### src/rtl/vt_fill_pkg.sv
// Shared constants, enumerations and carriers for tributary fill selection
package vt_fill_pkg;

  // ==========================================================================
  // Tributary geometry
  localparam logic [4:0] NUM_CHAN = 5'h1c;
  localparam logic [4:0] NUM_GROUPS = 5'h07;
  localparam logic [4:0] NUM_POS = 5'h04;
  localparam logic [4:0] FIRST_NUM = 5'h01;
  localparam logic [4:0] RESET_CHAN = 5'h01;
  localparam logic [2:0] RESET_GROUP = 3'h1;

  // ==========================================================================
  // Byte patterns
  localparam logic [7:0] BYTE_ONES = 8'hff;
  localparam logic [7:0] BYTE_ZERO = 8'h00;

  // ==========================================================================
  // Buffering
  localparam int FIFO_DEPTH = 16;

  // ==========================================================================
  // Modes
  typedef enum logic [2:0] {
    FILL_SAME,
    FILL_INV,
    FILL_ZERO,
    FILL_DS1_AIS,
    FILL_AIS,
    FILL_EXT,
    FILL_UNEQ
  } chan_fill_t;

  typedef enum logic [1:0] {
    GFILL_SAME,
    GFILL_PAIS,
    GFILL_UNEQ
  } grp_fill_t;

  typedef enum logic [1:0] {
    KIND_PTR,
    KIND_POH,
    KIND_PAYLOAD
  } byte_kind_t;

  // ==========================================================================
  // Carriers
  typedef struct packed {
    logic flat;
    logic bsync;
    logic [4:0] ins_chan;
    logic [2:0] ins_group;
    chan_fill_t remaining_channel_fill;
    grp_fill_t grp_fill;
  } sel_cfg_t;

  typedef struct packed {
    logic sof;
    byte_kind_t kind;
    logic [4:0] slot;
    logic [7:0] test;
    logic [7:0] ext;
  } tx_word_t;

  typedef struct packed {
    logic sof;
    byte_kind_t kind;
    logic [4:0] slot;
    logic [7:0] data;
  } line_word_t;

  typedef struct packed {
    logic sof;
    logic [4:0] slot;
    logic [7:0] data;
  } rx_word_t;

endpackage : vt_fill_pkg

### src/rtl/vt_tributary_fill_select.sv
// Transmit fill and receive drop selection for the tributaries of one STS-1
// Function
// RQ1 - Test channel is position 1-4 in group, or channel 1-28 when flat.
// RQ2 - Channel fill covers other three of the group, or other 27 when flat.
// RQ3 - Fills allowed depend on numbering and on async or byte-sync mode.
// RQ4 - Same fill copies the test channel bytes.
// RQ5 - Complement fill inverts the test channel payload.
// RQ6 - Zero fill sends an all-zeros payload.
// RQ7 - DS1 AIS fill sends an unframed all-ones payload.
// RQ8 - AIS fill: all-ones payload async, whole tributary all-ones byte-sync.
// RQ9 - External fill carries the external DS1 bytes.
// RQ10 - Unequipped fill zeros path overhead and payload.
// RQ11 - Drop channel is position 1-4 in group, or 1-28 when flat.
// RQ12 - Drop tie makes the drop channel follow the transmit channel.
// RQ13 - One of seven groups carries the test channel and its fill.
// RQ14 - Group fill same copies the selected group into the other six.
// RQ15 - Group fill path AIS sends all-ones on the other groups.
// RQ16 - Group fill unequipped zeros overhead and payload of other groups.
// RQ17 - Drop group is 1-7, or ties to the transmit group.
// RQ18 - Group numbering addresses position 1-4 within group 1-7.
// RQ19 - Flat number is (position-1)*7 plus group, from 1 to 28.
// RQ20 - Selections take effect only at a frame start.
`timescale 1ns/1ps
module vt_tributary_fill_select (
  input wire logic REF_CLK,
  input wire logic RESETN,
  input wire logic CE,
  input wire logic NUMBERING_FLAT,
  input wire logic BYTE_SYNC,
  input wire logic [4:0] INS_CHAN,
  input wire logic [2:0] INS_GROUP,
  input wire vt_fill_pkg::chan_fill_t REMAINING_CHANNEL_FILL,
  input wire vt_fill_pkg::grp_fill_t GROUP_FILL,
  input wire logic [4:0] DROP_CHAN,
  input wire logic DROP_CHAN_TIE,
  input wire logic [2:0] DROP_GROUP,
  input wire logic DROP_GROUP_TIE,
  input wire vt_fill_pkg::tx_word_t TX_IN,
  input wire logic TX_IN_VALID,
  output logic TX_IN_READY,
  output vt_fill_pkg::line_word_t TX_OUT,
  output logic TX_OUT_VALID,
  input wire logic TX_OUT_READY,
  input wire vt_fill_pkg::rx_word_t RX_IN,
  input wire logic RX_IN_VALID,
  output logic [7:0] DROP_DATA,
  output logic DROP_VALID,
  output logic DROP_SOF,
  output logic [4:0] TX_FLAT_CHAN,
  output logic [4:0] DROP_FLAT_CHAN,
  output logic TX_CFG_REJECT,
  output logic DROP_CFG_REJECT,
  output logic DROP_LOCKED
);

  // ==========================================================================
  // Numbering helpers
  function automatic logic [4:0] to_flat(input logic [4:0] pos,
                                         input logic [4:0] grp);
    to_flat = 5'((pos - vt_fill_pkg::FIRST_NUM) * vt_fill_pkg::NUM_GROUPS
                 + grp); // [RQ19]
  endfunction : to_flat

  function automatic logic [4:0] slot_group(input logic [4:0] slot);
    slot_group = 5'((slot - vt_fill_pkg::FIRST_NUM) % vt_fill_pkg::NUM_GROUPS
                    + vt_fill_pkg::FIRST_NUM); // [RQ18]
  endfunction : slot_group

  function automatic logic [4:0] slot_pos(input logic [4:0] slot);
    slot_pos = 5'((slot - vt_fill_pkg::FIRST_NUM) / vt_fill_pkg::NUM_GROUPS
                  + vt_fill_pkg::FIRST_NUM); // [RQ18]
  endfunction : slot_pos

  function automatic logic in_range(input logic [4:0] v,
                                    input logic [4:0] top);
    in_range = (v >= vt_fill_pkg::FIRST_NUM) && (v <= top);
  endfunction : in_range

  // Channel fill of one byte from the test or external byte of the same column
  function automatic logic [7:0] chan_byte(input vt_fill_pkg::chan_fill_t f,
                                           input logic bsync,
                                           input vt_fill_pkg::tx_word_t w);
    logic pay;
    pay = (w.kind == vt_fill_pkg::KIND_PAYLOAD);
    unique case (f)
      vt_fill_pkg::FILL_SAME: chan_byte = w.test; // [RQ4]
      vt_fill_pkg::FILL_INV: chan_byte = pay ? ~w.test : w.test; // [RQ5]
      vt_fill_pkg::FILL_ZERO: begin
        chan_byte = pay ? vt_fill_pkg::BYTE_ZERO : w.test; // [RQ6]
      end
      vt_fill_pkg::FILL_DS1_AIS: begin
        chan_byte = pay ? vt_fill_pkg::BYTE_ONES : w.test; // [RQ7]
      end
      vt_fill_pkg::FILL_AIS: begin
        chan_byte = (pay || bsync) ? vt_fill_pkg::BYTE_ONES : w.test; // [RQ8]
      end
      vt_fill_pkg::FILL_EXT: chan_byte = pay ? w.ext : w.test; // [RQ9]
      vt_fill_pkg::FILL_UNEQ: begin
        chan_byte = (w.kind == vt_fill_pkg::KIND_PTR) ? w.test
                    : vt_fill_pkg::BYTE_ZERO; // [RQ10]
      end
      default: chan_byte = w.test;
    endcase
  endfunction : chan_byte

  // ==========================================================================
  // Transmit selection legality
  vt_fill_pkg::sel_cfg_t cfg_ff;
  vt_fill_pkg::sel_cfg_t nxt_cfg;
  vt_fill_pkg::sel_cfg_t eff_cfg;
  logic cfg_legal;
  logic fill_legal;
  logic tx_acc;
  logic tx_take;
  logic fifo_in_ready;
  logic tx_cfg_reject_ff;

  assign nxt_cfg = '{flat: NUMBERING_FLAT, bsync: BYTE_SYNC,
                     ins_chan: INS_CHAN, ins_group: INS_GROUP,
                     remaining_channel_fill: REMAINING_CHANNEL_FILL,
                     grp_fill: GROUP_FILL};

  always_comb begin
    if (NUMBERING_FLAT) begin
      fill_legal = (REMAINING_CHANNEL_FILL == vt_fill_pkg::FILL_SAME) ||
                   (REMAINING_CHANNEL_FILL == vt_fill_pkg::FILL_AIS) ||
                   (REMAINING_CHANNEL_FILL == vt_fill_pkg::FILL_UNEQ); // [RQ3]
      cfg_legal = fill_legal &&
                  in_range(INS_CHAN, vt_fill_pkg::NUM_CHAN); // [RQ1]
    end else begin
      fill_legal = (REMAINING_CHANNEL_FILL == vt_fill_pkg::FILL_SAME) ||
                   (REMAINING_CHANNEL_FILL == vt_fill_pkg::FILL_INV) ||
                   (REMAINING_CHANNEL_FILL == vt_fill_pkg::FILL_ZERO) ||
                   (!BYTE_SYNC &&
                    ((REMAINING_CHANNEL_FILL == vt_fill_pkg::FILL_DS1_AIS) ||
                     (REMAINING_CHANNEL_FILL == vt_fill_pkg::FILL_EXT)));
                   // [RQ3]
      cfg_legal = fill_legal &&
                  in_range(INS_CHAN, vt_fill_pkg::NUM_POS) && // [RQ1]
                  in_range({2'h0, INS_GROUP}, vt_fill_pkg::NUM_GROUPS) &&
                  (GROUP_FILL != 2'h3); // [RQ13]
    end
  end

  // The frame's first word already uses the new selection, so no frame mixes
  assign tx_acc = CE && TX_IN_VALID && fifo_in_ready;
  assign tx_take = tx_acc && TX_IN.sof && cfg_legal; // [RQ20]
  assign eff_cfg = tx_take ? nxt_cfg : cfg_ff;
  assign TX_IN_READY = fifo_in_ready;

  always_ff @(posedge REF_CLK or negedge RESETN) begin
    if (!RESETN) begin
      cfg_ff <= '{flat: 1'b0, bsync: 1'b0,
                  ins_chan: vt_fill_pkg::RESET_CHAN,
                  ins_group: vt_fill_pkg::RESET_GROUP,
                  remaining_channel_fill: vt_fill_pkg::FILL_SAME,
                  grp_fill: vt_fill_pkg::GFILL_SAME};
    end else if (tx_take) begin
      cfg_ff <= nxt_cfg; // [RQ20]
    end
  end

  // Illegal settings are held off, not half applied, until corrected
  always_ff @(posedge REF_CLK or negedge RESETN) begin
    if (!RESETN) begin
      tx_cfg_reject_ff <= 1'b0;
    end else if (tx_acc && TX_IN.sof) begin
      tx_cfg_reject_ff <= !cfg_legal; // [RQ3]
    end
  end

  assign TX_CFG_REJECT = tx_cfg_reject_ff;

  // ==========================================================================
  // Transmit byte selection
  logic [4:0] ins_flat;
  logic [4:0] ins_grp5;
  logic [4:0] w_grp;
  logic [4:0] w_pos;
  logic [7:0] grp_byte;
  logic [7:0] tx_byte;
  vt_fill_pkg::line_word_t fifo_in;

  assign ins_grp5 = {2'h0, eff_cfg.ins_group};
  assign ins_flat = eff_cfg.flat ? eff_cfg.ins_chan
                    : to_flat(eff_cfg.ins_chan, ins_grp5); // [RQ19]
  assign w_grp = slot_group(TX_IN.slot);
  assign w_pos = slot_pos(TX_IN.slot);

  // Selected group content as seen at this column's position
  assign grp_byte = (w_pos == eff_cfg.ins_chan) ? TX_IN.test
                    : chan_byte(eff_cfg.remaining_channel_fill, eff_cfg.bsync,
                                TX_IN); // [RQ2]

  always_comb begin
    if (eff_cfg.flat) begin
      tx_byte = (TX_IN.slot == ins_flat) ? TX_IN.test // [RQ1]
                : chan_byte(eff_cfg.remaining_channel_fill, eff_cfg.bsync,
                            TX_IN); // [RQ2]
    end else if (w_grp == ins_grp5) begin
      tx_byte = grp_byte; // [RQ13]
    end else begin
      unique case (eff_cfg.grp_fill)
        vt_fill_pkg::GFILL_SAME: tx_byte = grp_byte; // [RQ14]
        vt_fill_pkg::GFILL_PAIS: tx_byte = vt_fill_pkg::BYTE_ONES; // [RQ15]
        vt_fill_pkg::GFILL_UNEQ: begin
          tx_byte = (TX_IN.kind == vt_fill_pkg::KIND_PTR) ? TX_IN.test
                    : vt_fill_pkg::BYTE_ZERO; // [RQ16]
        end
        default: tx_byte = grp_byte;
      endcase
    end
  end

  assign fifo_in = '{sof: TX_IN.sof, kind: TX_IN.kind, slot: TX_IN.slot,
                     data: tx_byte};
  assign TX_FLAT_CHAN = cfg_ff.flat ? cfg_ff.ins_chan
                        : to_flat(cfg_ff.ins_chan, {2'h0, cfg_ff.ins_group});

  vt_word_fifo #(
    .WIDTH($bits(vt_fill_pkg::line_word_t)),
    .DEPTH(vt_fill_pkg::FIFO_DEPTH)
  ) u_tx_fifo (
    .clk(REF_CLK),
    .rst_n(RESETN),
    .ce(CE),
    .in_valid(TX_IN_VALID),
    .in_ready(fifo_in_ready),
    .in_data(fifo_in),
    .out_valid(TX_OUT_VALID),
    .out_ready(TX_OUT_READY),
    .out_data(TX_OUT)
  );

  // ==========================================================================
  // Receive drop selection
  typedef enum logic {RX_HUNT, RX_LOCK} rx_state_t;
  rx_state_t rx_state_ff;
  logic rx_acc;
  logic rx_sof;
  logic [4:0] drop_pos;
  logic [4:0] drop_grp;
  logic [4:0] nxt_drop_flat;
  logic drop_legal;
  logic [4:0] drop_flat_ff;
  logic drop_reject_ff;
  logic [7:0] drop_data_ff;
  logic drop_valid_ff;
  logic drop_sof_ff;
  logic sof_pend_ff;
  logic rx_hit;

  assign rx_acc = CE && RX_IN_VALID;
  assign rx_sof = rx_acc && RX_IN.sof;
  assign drop_pos = DROP_CHAN_TIE ? cfg_ff.ins_chan : DROP_CHAN; // [RQ12]
  assign drop_grp = DROP_GROUP_TIE ? {2'h0, cfg_ff.ins_group}
                    : {2'h0, DROP_GROUP}; // [RQ17]

  always_comb begin
    if (cfg_ff.flat) begin
      nxt_drop_flat = drop_pos; // [RQ11]
      drop_legal = in_range(drop_pos, vt_fill_pkg::NUM_CHAN);
    end else begin
      nxt_drop_flat = to_flat(drop_pos, drop_grp); // [RQ11]
      drop_legal = in_range(drop_pos, vt_fill_pkg::NUM_POS) &&
                   in_range(drop_grp, vt_fill_pkg::NUM_GROUPS);
    end
  end

  always_ff @(posedge REF_CLK or negedge RESETN) begin
    if (!RESETN) begin
      rx_state_ff <= RX_HUNT;
    end else if (rx_sof) begin
      rx_state_ff <= RX_LOCK;
    end
  end

  always_ff @(posedge REF_CLK or negedge RESETN) begin
    if (!RESETN) begin
      drop_flat_ff <= vt_fill_pkg::RESET_CHAN;
      drop_reject_ff <= 1'b0;
    end else if (rx_sof) begin
      drop_reject_ff <= !drop_legal;
      if (drop_legal) begin
        drop_flat_ff <= nxt_drop_flat; // [RQ20]
      end
    end
  end

  // The frame-start word itself may be the dropped column
  assign rx_hit = rx_acc && (rx_sof || (rx_state_ff == RX_LOCK)) &&
                  (RX_IN.slot == ((rx_sof && drop_legal) ? nxt_drop_flat
                                  : drop_flat_ff));

  always_ff @(posedge REF_CLK or negedge RESETN) begin
    if (!RESETN) begin
      sof_pend_ff <= 1'b0;
    end else if (CE) begin
      if (rx_hit) begin
        sof_pend_ff <= 1'b0;
      end else if (rx_sof) begin
        sof_pend_ff <= 1'b1;
      end
    end
  end

  always_ff @(posedge REF_CLK or negedge RESETN) begin
    if (!RESETN) begin
      drop_data_ff <= '0;
      drop_valid_ff <= 1'b0;
      drop_sof_ff <= 1'b0;
    end else if (CE) begin
      drop_valid_ff <= rx_hit; // [RQ11]
      drop_sof_ff <= rx_hit && (sof_pend_ff || rx_sof);
      if (rx_hit) begin
        drop_data_ff <= RX_IN.data;
      end
    end
  end

  assign DROP_DATA = drop_data_ff;
  assign DROP_VALID = drop_valid_ff;
  assign DROP_SOF = drop_sof_ff;
  assign DROP_FLAT_CHAN = drop_flat_ff;
  assign DROP_CFG_REJECT = drop_reject_ff;
  assign DROP_LOCKED = (rx_state_ff == RX_LOCK);

  // ==========================================================================
  // Checks
  logic other_chan;
  assign other_chan = (TX_IN.slot != ins_flat);
endmodule : vt_tributary_fill_select

### src/rtl/vt_word_fifo.sv
// Flip-flop FIFO with valid and ready on both sides
`timescale 1ns/1ps
module vt_word_fifo #(
  parameter int WIDTH = 8,
  parameter int DEPTH = 16
) (
  input wire logic clk,
  input wire logic rst_n,
  input wire logic ce,
  input wire logic in_valid,
  output logic in_ready,
  input wire logic [WIDTH-1:0] in_data,
  output logic out_valid,
  input wire logic out_ready,
  output logic [WIDTH-1:0] out_data
);
  localparam int AW = $clog2(DEPTH);
  localparam logic [AW:0] FULL_CNT = DEPTH[AW:0];
  localparam logic [AW-1:0] LAST_IDX = AW'(DEPTH - 1);

  logic [WIDTH-1:0] mem_ff [DEPTH];
  logic [AW-1:0] wr_ptr_ff;
  logic [AW-1:0] rd_ptr_ff;
  logic [AW:0] count_ff;
  logic push;
  logic pop;

  assign in_ready = (count_ff != FULL_CNT);
  assign out_valid = (count_ff != '0);
  assign out_data = mem_ff[rd_ptr_ff];
  assign push = ce && in_valid && in_ready;
  assign pop = ce && out_valid && out_ready;

  // ==========================================================================
  // Storage
  for (genvar i = 0; i < DEPTH; i++) begin : g_entry
    always_ff @(posedge clk or negedge rst_n) begin
      if (!rst_n) begin
        mem_ff[i] <= '0;
      end else if (push && (wr_ptr_ff == AW'(i))) begin
        mem_ff[i] <= in_data;
      end
    end
  end

  // ==========================================================================
  // Pointers and fill level
  always_ff @(posedge clk or negedge rst_n) begin
    if (!rst_n) begin
      wr_ptr_ff <= '0;
    end else if (push) begin
      wr_ptr_ff <= (wr_ptr_ff == LAST_IDX) ? '0 : wr_ptr_ff + 1'b1;
    end
  end

  always_ff @(posedge clk or negedge rst_n) begin
    if (!rst_n) begin
      rd_ptr_ff <= '0;
    end else if (pop) begin
      rd_ptr_ff <= (rd_ptr_ff == LAST_IDX) ? '0 : rd_ptr_ff + 1'b1;
    end
  end

  always_ff @(posedge clk or negedge rst_n) begin
    if (!rst_n) begin
      count_ff <= '0;
    end else if (push != pop) begin
      count_ff <= push ? count_ff + 1'b1 : count_ff - 1'b1;
    end
  end

endmodule : vt_word_fifo

### config.mk
export PLATFORM = sky130hd
export DESIGN_NAME = vt_tributary_fill_select
export DESIGN_NICKNAME = d
export VERILOG_FILES = /design/src/rtl/vt_fill_pkg.sv /design/src/rtl/vt_tributary_fill_select.sv /design/src/rtl/vt_word_fifo.sv
export SDC_FILE = /design/constraint.sdc
export NUM_CORES = 1
export LEC_CHECK = 0
export ABC_AREA = 1
export BUFFER_PORTS_ARGS = -buffer_cell sky130_fd_sc_hd__buf_2
export CAP_MARGIN = 25
export CORE_MARGIN = 4
export CORE_UTILIZATION = 55
export CTS_CLUSTER_DIAMETER = 200
export DETAILED_ROUTE_END_ITERATION = 8
export GPL_ROUTABILITY_DRIVEN = 0
export GPL_TIMING_DRIVEN = 0
export PLACE_DENSITY = 0.76
export REMOVE_ABC_BUFFERS = 1
export SLEW_MARGIN = 20
export SYNTH_ARGS = -nofsm -noshare
export SYNTH_HDL_FRONTEND = slang
export SYNTH_SLANG_ARGS = --single-unit
### constraint.sdc
create_clock -name REF_CLK -period 4.45 [get_ports REF_CLK]
set_input_delay 0.445 -clock REF_CLK [delete_from_list [all_inputs] [get_ports REF_CLK]]
set_output_delay 0.445 -clock REF_CLK [all_outputs]
set_load 0.1 [all_outputs]
==> run metrics, run 1 <==
total grt overflow 0; Worst-Margin Slew 1.06 ns; failing checks negative setup slack; Power Density between 800 and 900 nW/um2; Die Ht around 190 um; setup TNS -27.75 ns; post-synth cell types between 50 and 60; largest family of logic cells by synthesized area simple AND/OR/NAND/NOR gates; Worst Clk Skew 0.0345 ns; Crit path max-delay family simple AND/OR/NAND/NOR gates; R2R Setup Slk -0.28 ns; max cap viols 0; RSZ-0062 raised after global routing true; Tmin final 4.73 ns; initial DRC count 1719; CTS Buf Count 34; status finished, violations left; drt via density 5.83; clock tree buffer depth 3; commonest non-fill, non-tap cell in the layout nand2_1; chip width 187 um; Final ANT Viol Nets 0; first-pass GRT wire length 80.7 mm; initial antenna violation count 0; Leak 0.0104 uW; Slew Limit Headroom 0.294; largest net degree at the start of global routing slightly above 80; mux share of post-synthesis cell area 0.0161; number of global-route vias before repair 15902; H-tree depth 2; VDD IR max ~2.5 mV; DRC 0; reg-to-reg endpoint u_tx_fifo.mem_ff[227]$_DFFE_PN0P_; worst setup margin -0.280 ns; Syn Area/Cell slightly below 8 um2; clock transition at the registers of the reported paths approximately 0.06 ns; sequential fraction of the synthesis area 0.430; Syn-to-layout area delta 17.8%; post-synthesis compound-gate area fraction 0.124; most frequent cells in the layout nand2_1, dfrtp_1, o21ai_0; GRT Util Overall 0.274; Clock Latency Late Sink 0.54 ns; Worst EP required 4.90 ns; Starting Density 0.558; fin. max-slew vios 0; WL per Instance roughly 18 um; final hold viol count 0; crit start category flip-flop; Synth Area in Simple Gates 0.302; IO Count 110; CP max stage delay approximately 0.6 ns; CTS root buffer clkbuf_16; HPWL Detailed 31.3 mm; Nets 2521; Worst Reg-to-Reg Cells 28; HP Start RX_IN[6]; layout cells sized above 1 0.185; Synth Area in XOR/XNOR 0.0198; crit path DAT roughly 5.2 ns; # setup viols final 128; Max Fanout on Critical Path 8; row cnt 65; CP max stage cell fa_1; PortBufs 109; n_diodes 0; critical path buffer and inverter count 3; Critical Path Most Common Cell nand2_1; WHS Endpoint DROP_DATA[6]$_DFFE_PN0P_; CP endpoint kind flip-flop; cell area after synthesis 17700 um2; clock sink count 303; Worst Hold Depth 3; Hold Crit Class input pin to flip-flop; die area 35000 um2; post-route clock period utilization 1.06; Mapped Cells 2291; CTS tree done; Core ar. about 32000 um2; Worst R2R Start u_tx_fifo.count_ff[0]$_DFFE_PN0P_; warnings from Yosys 0; Setup Crit Path Kind flip-flop to flip-flop; Synth Area in Adders 0.0517; Post-Route WL 51.6 mm; Hold Slack 0.133 ns; Pre-antenna DRT Iters 6; FF+latch count, synth 303; vias after detailed routing 16388; fmax 211 MHz
==> worst max path at each step <==
stage	startpoint	end	cells past startpoint
6_report	u_tx_fifo.count_ff[0]$_DFFE_PN0P_	u_tx_fifo.mem_ff[227]$_DFFE_PN0P_	28
5_1_grt	u_tx_fifo.count_ff[0]$_DFFE_PN0P_	u_tx_fifo.mem_ff[227]$_DFFE_PN0P_	28
4_1_cts	u_tx_fifo.count_ff[3]$_DFFE_PN0P_	u_tx_fifo.mem_ff[181]$_DFFE_PN0P_	24
3_5_place_dp	CE	u_tx_fifo.mem_ff[240]$_DFFE_PN0P_	24
3_3_place_gp	u_tx_fifo.rd_ptr_ff[0]$_DFFE_PN0P_	TX_OUT[5]	6
2_1_floorplan	u_tx_fifo.rd_ptr_ff[0]$_DFFE_PN0P_	TX_OUT[0]	5
==> Yosys cell counts, drive strengths merged <==
library cell | n | area share
o21bai | 1 | 0.00043
nor4 | 2 | 0.0024
nand2 | 860 | 0.19
nand4 | 14 | 0.0050
a22oi | 4 | 0.0017
mux2 | 3 | 0.0019
a311oi | 1 | 0.00050
o211ai | 10 | 0.0043
a21oi | 23 | 0.0069
o21ai | 251 | 0.074
dfstp | 3 | 0.0045
o221ai | 26 | 0.013
clkinv | 7 | 0.0015
dfrtp | 300 | 0.43
mux2i | 25 | 0.014
inv | 133 | 0.028
a31oi | 4 | 0.0014
clkbuf | 88 | 0.019
nor3 | 14 | 0.0048
o22ai | 1 | 0.00035
nor2 | 221 | 0.052
a21o | 2 | 0.00085
o21a | 3 | 0.0013
fa | 10 | 0.011
o32ai | 39 | 0.019
ha | 57 | 0.040
o31ai | 1 | 0.00043
buf | 17 | 0.0084
nand3b | 1 | 0.00043
xnor2 | 13 | 0.0064
nand3 | 114 | 0.040
and2 | 11 | 0.0039
or2 | 5 | 0.0018
xor2 | 27 | 0.013
==> layout make-up <==
| type | count | area (um2) |
|---|---|---|
| Clock inverter | 12 | 158 |
| Sequential cell | 303 | 7600 |
| Fill cell | 2556 | 10800 |
| Timing Repair Buffer | 154 | 1110 |
| Multi-Input combinational cell | 1752 | 9930 |
| Clock buffer | 47 | 951 |
| Inverter | 140 | 552 |
| Tap cell | 402 | 503 |
==> worst register-to-register path, delay by kind of cell, from the launching register on <==
kind,cells,cell delay [ns]
AO/OA/AOI/OAI,2,0.25
adder cells (fa/ha/maj),4,1.35
AND/OR/NAND/NOR,19,2.34
buffers and inverters,3,0.29
flip-flops,1,0.44
==> cells by family after synthesis <==
family / after synthesis
xor+xnor: 40
fa+ha+maj: 67
simple gates: 1242
mux: 28
buf+inv: 245
flops: 303
compound gates: 366
==> timing repair <==
item                       4_1_cts  5_1_grt
setup endpoints to repair      139      140
hold endpoints to repair        61        0
buffers inserted                27        8
cloned                           3        6
resized for setup               72      127
pin swaps                       32       78
hold buffers                     1        0
==> through the flow <==
stage	std cells	setup WS, ns	utilization	power (uW)	instance area (um2)
2_1_floorplan	2186	-2.36	-	11000	17200
3_3_place_gp	2697	-5.70	0.576	12900	18200
3_5_place_dp	2705	-1.24	0.583	13100	18500
4_1_cts	2795	-0.0893	0.638	16600	20200
5_1_grt	2810	-0.464	0.658	18700	20800
6_report	2810	-0.280	0.658	17700	20800
==> registers in the layout, summed over array words and instances (netlist names) <==
signal	count
DROP_CFG_REJECT	1
DROP_DATA	8
DROP_FLAT_CHAN	5
DROP_LOCKED	1
DROP_SOF	1
DROP_VALID	1
TX_CFG_REJECT	1
cfg_ff	15
sof_pend_ff	1
u_tx_fifo.count_ff	5
u_tx_fifo.mem_ff	256
u_tx_fifo.rd_ptr_ff	4
u_tx_fifo.wr_ptr_ff	4
==> layer usage <==
layer,global-route usage,share of wire,wire [um]
met5,0,0,0
met4,0.0902,0.033,1690
met3,0.0420,0.086,4450
met2,0.464,0.48,24700
met1,0.365,0.40,20800
==> power by group <==
part / internal, uW / total [uW] / leakage [uW] / switching [uW]
combinational: 3020 / 10300 / 0.00593 / 7250
sequential: 3830 / 4590 / 0.00393 / 763
clock: 1680 / 2820 / 0.000547 / 1150
total: 8520 / 17700 / 0.0104 / 9170
No activity file was read; power rests on OpenSTA's default activity.
==> run 2: changes to the inputs <==
==> constraint.sdc (replaced) <==
create_clock -name REF_CLK -period 4.45 [get_ports REF_CLK]
set_input_delay 0.445 -clock REF_CLK [delete_from_list [all_inputs] [get_ports REF_CLK]]
set_output_delay 0.445 -clock REF_CLK [all_outputs]
set_load 0.005 [all_outputs]
==> run metrics, run 2 (synthesis results as in run 1) <==
status finished, violations left; failing checks negative setup slack; HPWL Detailed 31.3 mm (unchanged); final std cells w/o fill 2810 (unchanged); Worst-Margin Slew 1.05 ns (-0.00382 ns); worst setup margin -0.290 ns (-0.0105 ns); Slew Limit Headroom 0.296 (+0.00256); clock tree buffer depth 3 (unchanged); die area 35000 um2 (unchanged); HP Start RX_IN[6]; max FFs per register 256 (unchanged); Worst EP required 4.90 ns (about the same); final hold viol count 0 (unchanged); IO Count 110 (unchanged); commonest non-fill, non-tap cell in the layout nand2_1; Cells after DPL 2705 (unchanged); Worst Reg-to-Reg Cells 25 (-11%); pre-CTS WS -1.24 ns (unchanged); crit path DAT 5.19 ns (about the same); number of global-route vias before repair 15904 (+0.013%); VDD IR max 0.487 mV (-80%); total grt overflow 0 (unchanged); Hold Crit Class input pin to flip-flop; n_diodes 0 (unchanged); fmax 211 MHz (-0.22%); reg-to-reg endpoint u_tx_fifo.mem_ff[227]$_DFFE_PN0P_; initial antenna violation count 0 (unchanged); Nets 2521 (unchanged); vias after detailed routing 16395 (+0.043%); clock sink count 303 (unchanged); CTS Buf Count 34 (unchanged); critical path startpoint u_tx_fifo.count_ff[0]$_DFFE_PN0P_; Hold Slack 0.134 ns (+0.000940 ns); Worst R2R Start u_tx_fifo.count_ff[0]$_DFFE_PN0P_; row cnt 65 (unchanged); RSZ-0062 raised after global routing true; CP max stage cell fa_1; drt via density 5.83 (about the same); Critical Path Most Common Cell nand2_1; post-route clock period utilization 1.07 (+0.00235); Starting Density 0.558 (unchanged); Core ar. 31600 um2 (unchanged); first-pass GRT wire length 80.7 mm (about the same); Leak 0.0104 uW (about the same); chip width 187 um (unchanged); crit start category flip-flop; Fill cells 2558 (+0.078%); H-tree depth 2 (unchanged); fin. max-slew vios 0 (unchanged); Post-Route WL 51.6 mm (-0.14%); Worst Clk Skew 0.0349 ns (+0.000469 ns); Final ANT Viol Nets 0 (unchanged); PortBufs 109 (unchanged); critical path buffer and inverter count 3 (unchanged); Worst Hold Depth 3 (unchanged); Syn-to-layout area delta 17.7%; Crit path max-delay family simple AND/OR/NAND/NOR gates; CTS tree done; largest net degree at the start of global routing 82 (unchanged); clock transition at the registers of the reported paths 0.06 ns (about the same); layout cells sized above 1 0.184 (-0.000831); Power Density 736 nW/um2 (-13%); most frequent cells in the layout nand2_1, dfrtp_1, o21ai_0; DRC 0 (unchanged); CTS root buffer clkbuf_16; # setup viols final 128 (unchanged); initial DRC count 1760 (+2.4%); Tmin final 4.74 ns (+0.0105 ns); Die Ht 187 um (unchanged); WL per Instance 18.3 um (-0.14%); CP max stage delay 0.53 ns (-0.07 ns); Pwr Total 15300 uW (-13%); Clock Latency Late Sink 0.53 ns (about the same); Setup Crit Path Kind flip-flop to flip-flop; WHS Endpoint DROP_DATA[6]$_DFFE_PN0P_; Pre-antenna DRT Iters 6 (unchanged); Max Fanout on Critical Path 8 (unchanged); Top reg by flops u_tx_fifo.mem_ff; R2R Setup Slk -0.29 ns (about the same); GRT Util Overall 0.274 (about the same); max cap viols 0 (unchanged); CP endpoint kind flip-flop
-- run 2: cell types whose count changed in the layout (fill, tap and decap cells not counted) --
cell,change
a21oi_1,+1
a21oi_2,-1
buf_12,-1
buf_2,+1
o21ai_0,+1
o21ai_2,-1
-- run 2: final cells by class --
type	count	area [um2]	share of cell area
clock buffer	47	951	0.0458
clock inverter	12	158	0.00759
inverter	140	552	0.0266
multi-input combinational	1752	9930	0.478
sequential	303	7600	0.366
tap	402	503	0.0242
timing repair buffer	154	1090	0.0527
-- run 2: how the worst max path moves through the flow --
| stage | endpoint | depth (start not counted) |
|---|---|---|
| after detailed placement | u_tx_fifo.mem_ff[240]$_DFFE_PN0P_ | 24 |
| after floorplan | TX_OUT[0] | 5 |
| final | u_tx_fifo.mem_ff[227]$_DFFE_PN0P_ | 25 |
| after global routing | u_tx_fifo.mem_ff[227]$_DFFE_PN0P_ | 28 |
| after CTS | u_tx_fifo.mem_ff[181]$_DFFE_PN0P_ | 24 |
| after global placement | TX_OUT[5] | 6 |
-- run 2: power breakdown --
group	switching [uW]	internal [uW]	total [uW]
sequential	764	3830	4590
clock	1140	1680	2820
combinational	4980	2910	7890
total	6890	8410	15300
-- run 2: metrics by stage --
stage	cell area (um2)	util	setup TNS, ns
finish	20800	0.657	-28.00
global route	20800	0.657	-51.27
CTS	20200	0.638	-5.16
detailed placement	18500	0.583	-157.89
global placement	18200	0.576	-1021.28
floorplan	17200	-	-57.60
-- run 2: routing by layer --
metal,track usage,share of wire,up-vias
met3,0.0420,0.092,148
met5,0,0,-
met2,0.463,0.48,811
met1,0.365,0.40,7765
li1,-,-,7671
met4,0.0902,0.033,0
-- run 2: worst min-delay path, stage by stage --
cell and delay (ns):
buf_2 0.07, nand2_1 0.04, nand2_1 0.05
-- run 2: what timing repair did --
action | 4_1_cts | 5_1_grt
cloned | 3 | 6
gates resized for setup | 70 | 122
buffers inserted | 27 | 8
hold endpoints to repair | 61 | 0
hold buffers | 1 | 0
pin swaps | 32 | 78
setup endpoints to repair | 138 | 140
==> run 3: changes to the inputs <==
Settings changed: CORE_MARGIN 4 to 2, CORE_UTILIZATION 55 to 56, PLACE_DENSITY 0.76 to 0.77.
==> run metrics, run 3 (synthesis results as in run 1) <==
Slew Limit Headroom 0.309 (+0.0129); n_diodes 0 (unchanged); Worst Reg-to-Reg Cells 25 (unchanged); CTS tree done; clock transition at the registers of the reported paths 0.06 ns (about the same); GRT Util Overall 0.299 (+0.0252); Stages on worst setup path 25 (unchanged); final hold viol count 0 (unchanged); combinational power share 0.502 (-0.014); clock tree buffer depth 3 (unchanged); max cap viols 0 (unchanged); Worst Clk Skew 0.0222 ns (-0.0128 ns); CTS root buffer clkbuf_16; die area 33000 um2 (-5.9%); Int Pwr 8320 uW (-1.1%); IO Count 110 (unchanged); DRC 0 (unchanged); Hold Slack 0.131 ns (-0.00301 ns); Final ANT Viol Nets 0 (unchanged); Core ar. 31300 um2 (-1.0%); fin. max-slew vios 0 (unchanged); status finished, violations left; CP endpoint kind flip-flop; CP max stage cell fa_1; Pre-antenna DRT Iters 6 (unchanged); first-pass GRT wire length 80.3 mm (-0.46%); WL per Instance 17.8 um (-2.9%); Cell Area, Placed 18500 um2 (unchanged); Design Area, Final 20600 um2 (-0.69%); clock sink count 303 (unchanged); CP max stage delay 0.50 ns (-0.03 ns); Sw Pwr 6620 uW (-3.9%); number of global-route vias before repair 15900 (-0.025%); H-tree depth 2 (unchanged); total grt overflow 0 (unchanged); crit path DAT 5.14 ns (-0.05 ns); Worst EP required 4.86 ns (-0.04 ns); most frequent cells in the layout nand2_1, dfrtp_1, o21ai_0; Setup Crit Path Kind flip-flop to flip-flop; failing checks negative setup slack; Die Ht 182 um (-3.0%); post-route clock period utilization 1.06 (-0.00234); initial DRC count 1590 (-9.7%); crit start category flip-flop; critical path buffer and inverter count 5 (+2); fmax 211 MHz (+0.22%); worst setup margin -0.280 ns (+0.0104 ns); Nets 2529 (+0.32%); commonest non-fill, non-tap cell in the layout nand2_1; Top reg by flops u_tx_fifo.mem_ff; Tmin final 4.73 ns (-0.0104 ns); Hold Crit Class input pin to flip-flop; Power Density 724 nW/um2 (-1.7%); Max Fanout on Critical Path 8 (unchanged); CTS Buf Count 34 (unchanged); RSZ-0062 raised after global routing true; row cnt 65 (unchanged); pre-CTS WS -1.22 ns (+0.0222 ns); largest net degree at the start of global routing 92 (+12%); Crit path max-delay family simple AND/OR/NAND/NOR gates; Worst-Margin Slew 1.03 ns (-0.0192 ns); PortBufs 109 (unchanged); Syn-to-layout area delta 16.8%; Flop pwr share 0.306 (+0.006); Clock Latency Late Sink 0.53 ns (about the same); Worst Hold Depth 3 (unchanged); Starting Density 0.564 (+0.00580); drt via density 5.85 (+0.28%); chip width 182 um (-3.0%); Sw Ratio 0.443 (-0.00714); HPWL Detailed 30.9 mm (-1.3%); Post-Route WL 50.2 mm (-2.6%); # setup viols final 128 (unchanged); Clk pwr share 0.191 (+0.007); Leak 0.0104 uW (-0.18%); vias after detailed routing 16500 (+0.64%); max FFs per register 256 (unchanged); initial antenna violation count 1 (+1); VDD IR max 0.436 mV (-10%); layout cells sized above 1 0.177 (-0.00655)
## run 3: cell count changes in the layout (fill, tap and decap cells not counted), moves of 3 or more
cell      delta
nand2_1     +19
buf_4       +13
nand2_2     -11
nand2_4      -8
clkbuf_8     +5
ha_1         +4
nand2_8      -3
nand3_2      +3
nand3_4      -3
## run 3: final timing paths
path | slack (ns) | end | startpoint
worst max register to register | -0.28 | u_tx_fifo.mem_ff[83]$_DFFE_PN0P_ | u_tx_fifo.count_ff[0]$_DFFE_PN0P_
max in group asynchronous | 2.83 | u_tx_fifo.mem_ff[169]$_DFFE_PN0P_ | RESETN
worst min register to register | 0.47 | u_tx_fifo.mem_ff[151]$_DFFE_PN0P_ | u_tx_fifo.mem_ff[151]$_DFFE_PN0P_
worst max-delay path | -0.28 | u_tx_fifo.mem_ff[83]$_DFFE_PN0P_ | u_tx_fifo.count_ff[0]$_DFFE_PN0P_
worst min-delay path | 0.13 | DROP_DATA[7]$_DFFE_PN0P_ | RX_IN[7]
min in group asynchronous | 0.44 | u_tx_fifo.mem_ff[22]$_DFFE_PN0P_ | RESETN
## run 3: per-layer routing
| metal | track usage | vias up | wire length (um) |
|---|---|---|---|
| met5 | 0 | - | 13 |
| met3 | 0.0511 | 142 | 4100 |
| li1 | - | 7670 | - |
| met1 | 0.380 | 7945 | 20000 |
| met2 | 0.512 | 741 | 24500 |
| met4 | 0.118 | 2 | 1660 |
## run 3: worst reg2reg max path: cells and delay by family, from the launching register on
family | cells | cell delay, ns
simple gates | 11 | 1.73
fa+ha+maj | 3 | 1.17
xor+xnor | 4 | 0.60
buf+inv | 5 | 0.53
flops | 1 | 0.44
compound gates | 2 | 0.16
## run 3: stage by stage
step | setup TNS (ns) | total power [uW] | instances | util
floorplan | -57.60 | 8900 | 2186 | -
global placement | -1045.15 | 10700 | 2697 | 0.582
detailed placement | -155.87 | 10900 | 2705 | 0.589
CTS | -5.75 | 14400 | 2798 | 0.645
global route | -59.30 | 16000 | 2820 | 0.659
finish | -26.44 | 14900 | 2820 | 0.659
## run 3: layout make-up
| type | count | area (um2) |
|---|---|---|
| Timing Repair Buffer | 164 | 1140 |
| Sequential cell | 303 | 7590 |
| Fill cell | 2473 | 10700 |
| Tap cell | 402 | 503 |
| Clock buffer | 50 | 1010 |
| Clock inverter | 11 | 130 |
| Inverter | 140 | 553 |
| Multi-Input combinational cell | 1750 | 9700 |
## run 3: timing repair
action,in CTS,in global routing
setup buffers,27,18
resized for setup,80,71
pin swaps,51,63
endpoints found under the hold margin,50,0
endpoints found under the setup margin,139,139
hold buffers,1,0
cloned,4,3
## run 3: power by group through the flow
stage	Clock, uW	Sequential, uW	Combinational [uW]
after floorplan	0	4500	4390
after global placement	0	4740	5920
after detailed placement	0	4600	6300
after CTS	2880	4580	6950
after global routing	2980	4700	8290
final	2860	4580	7510
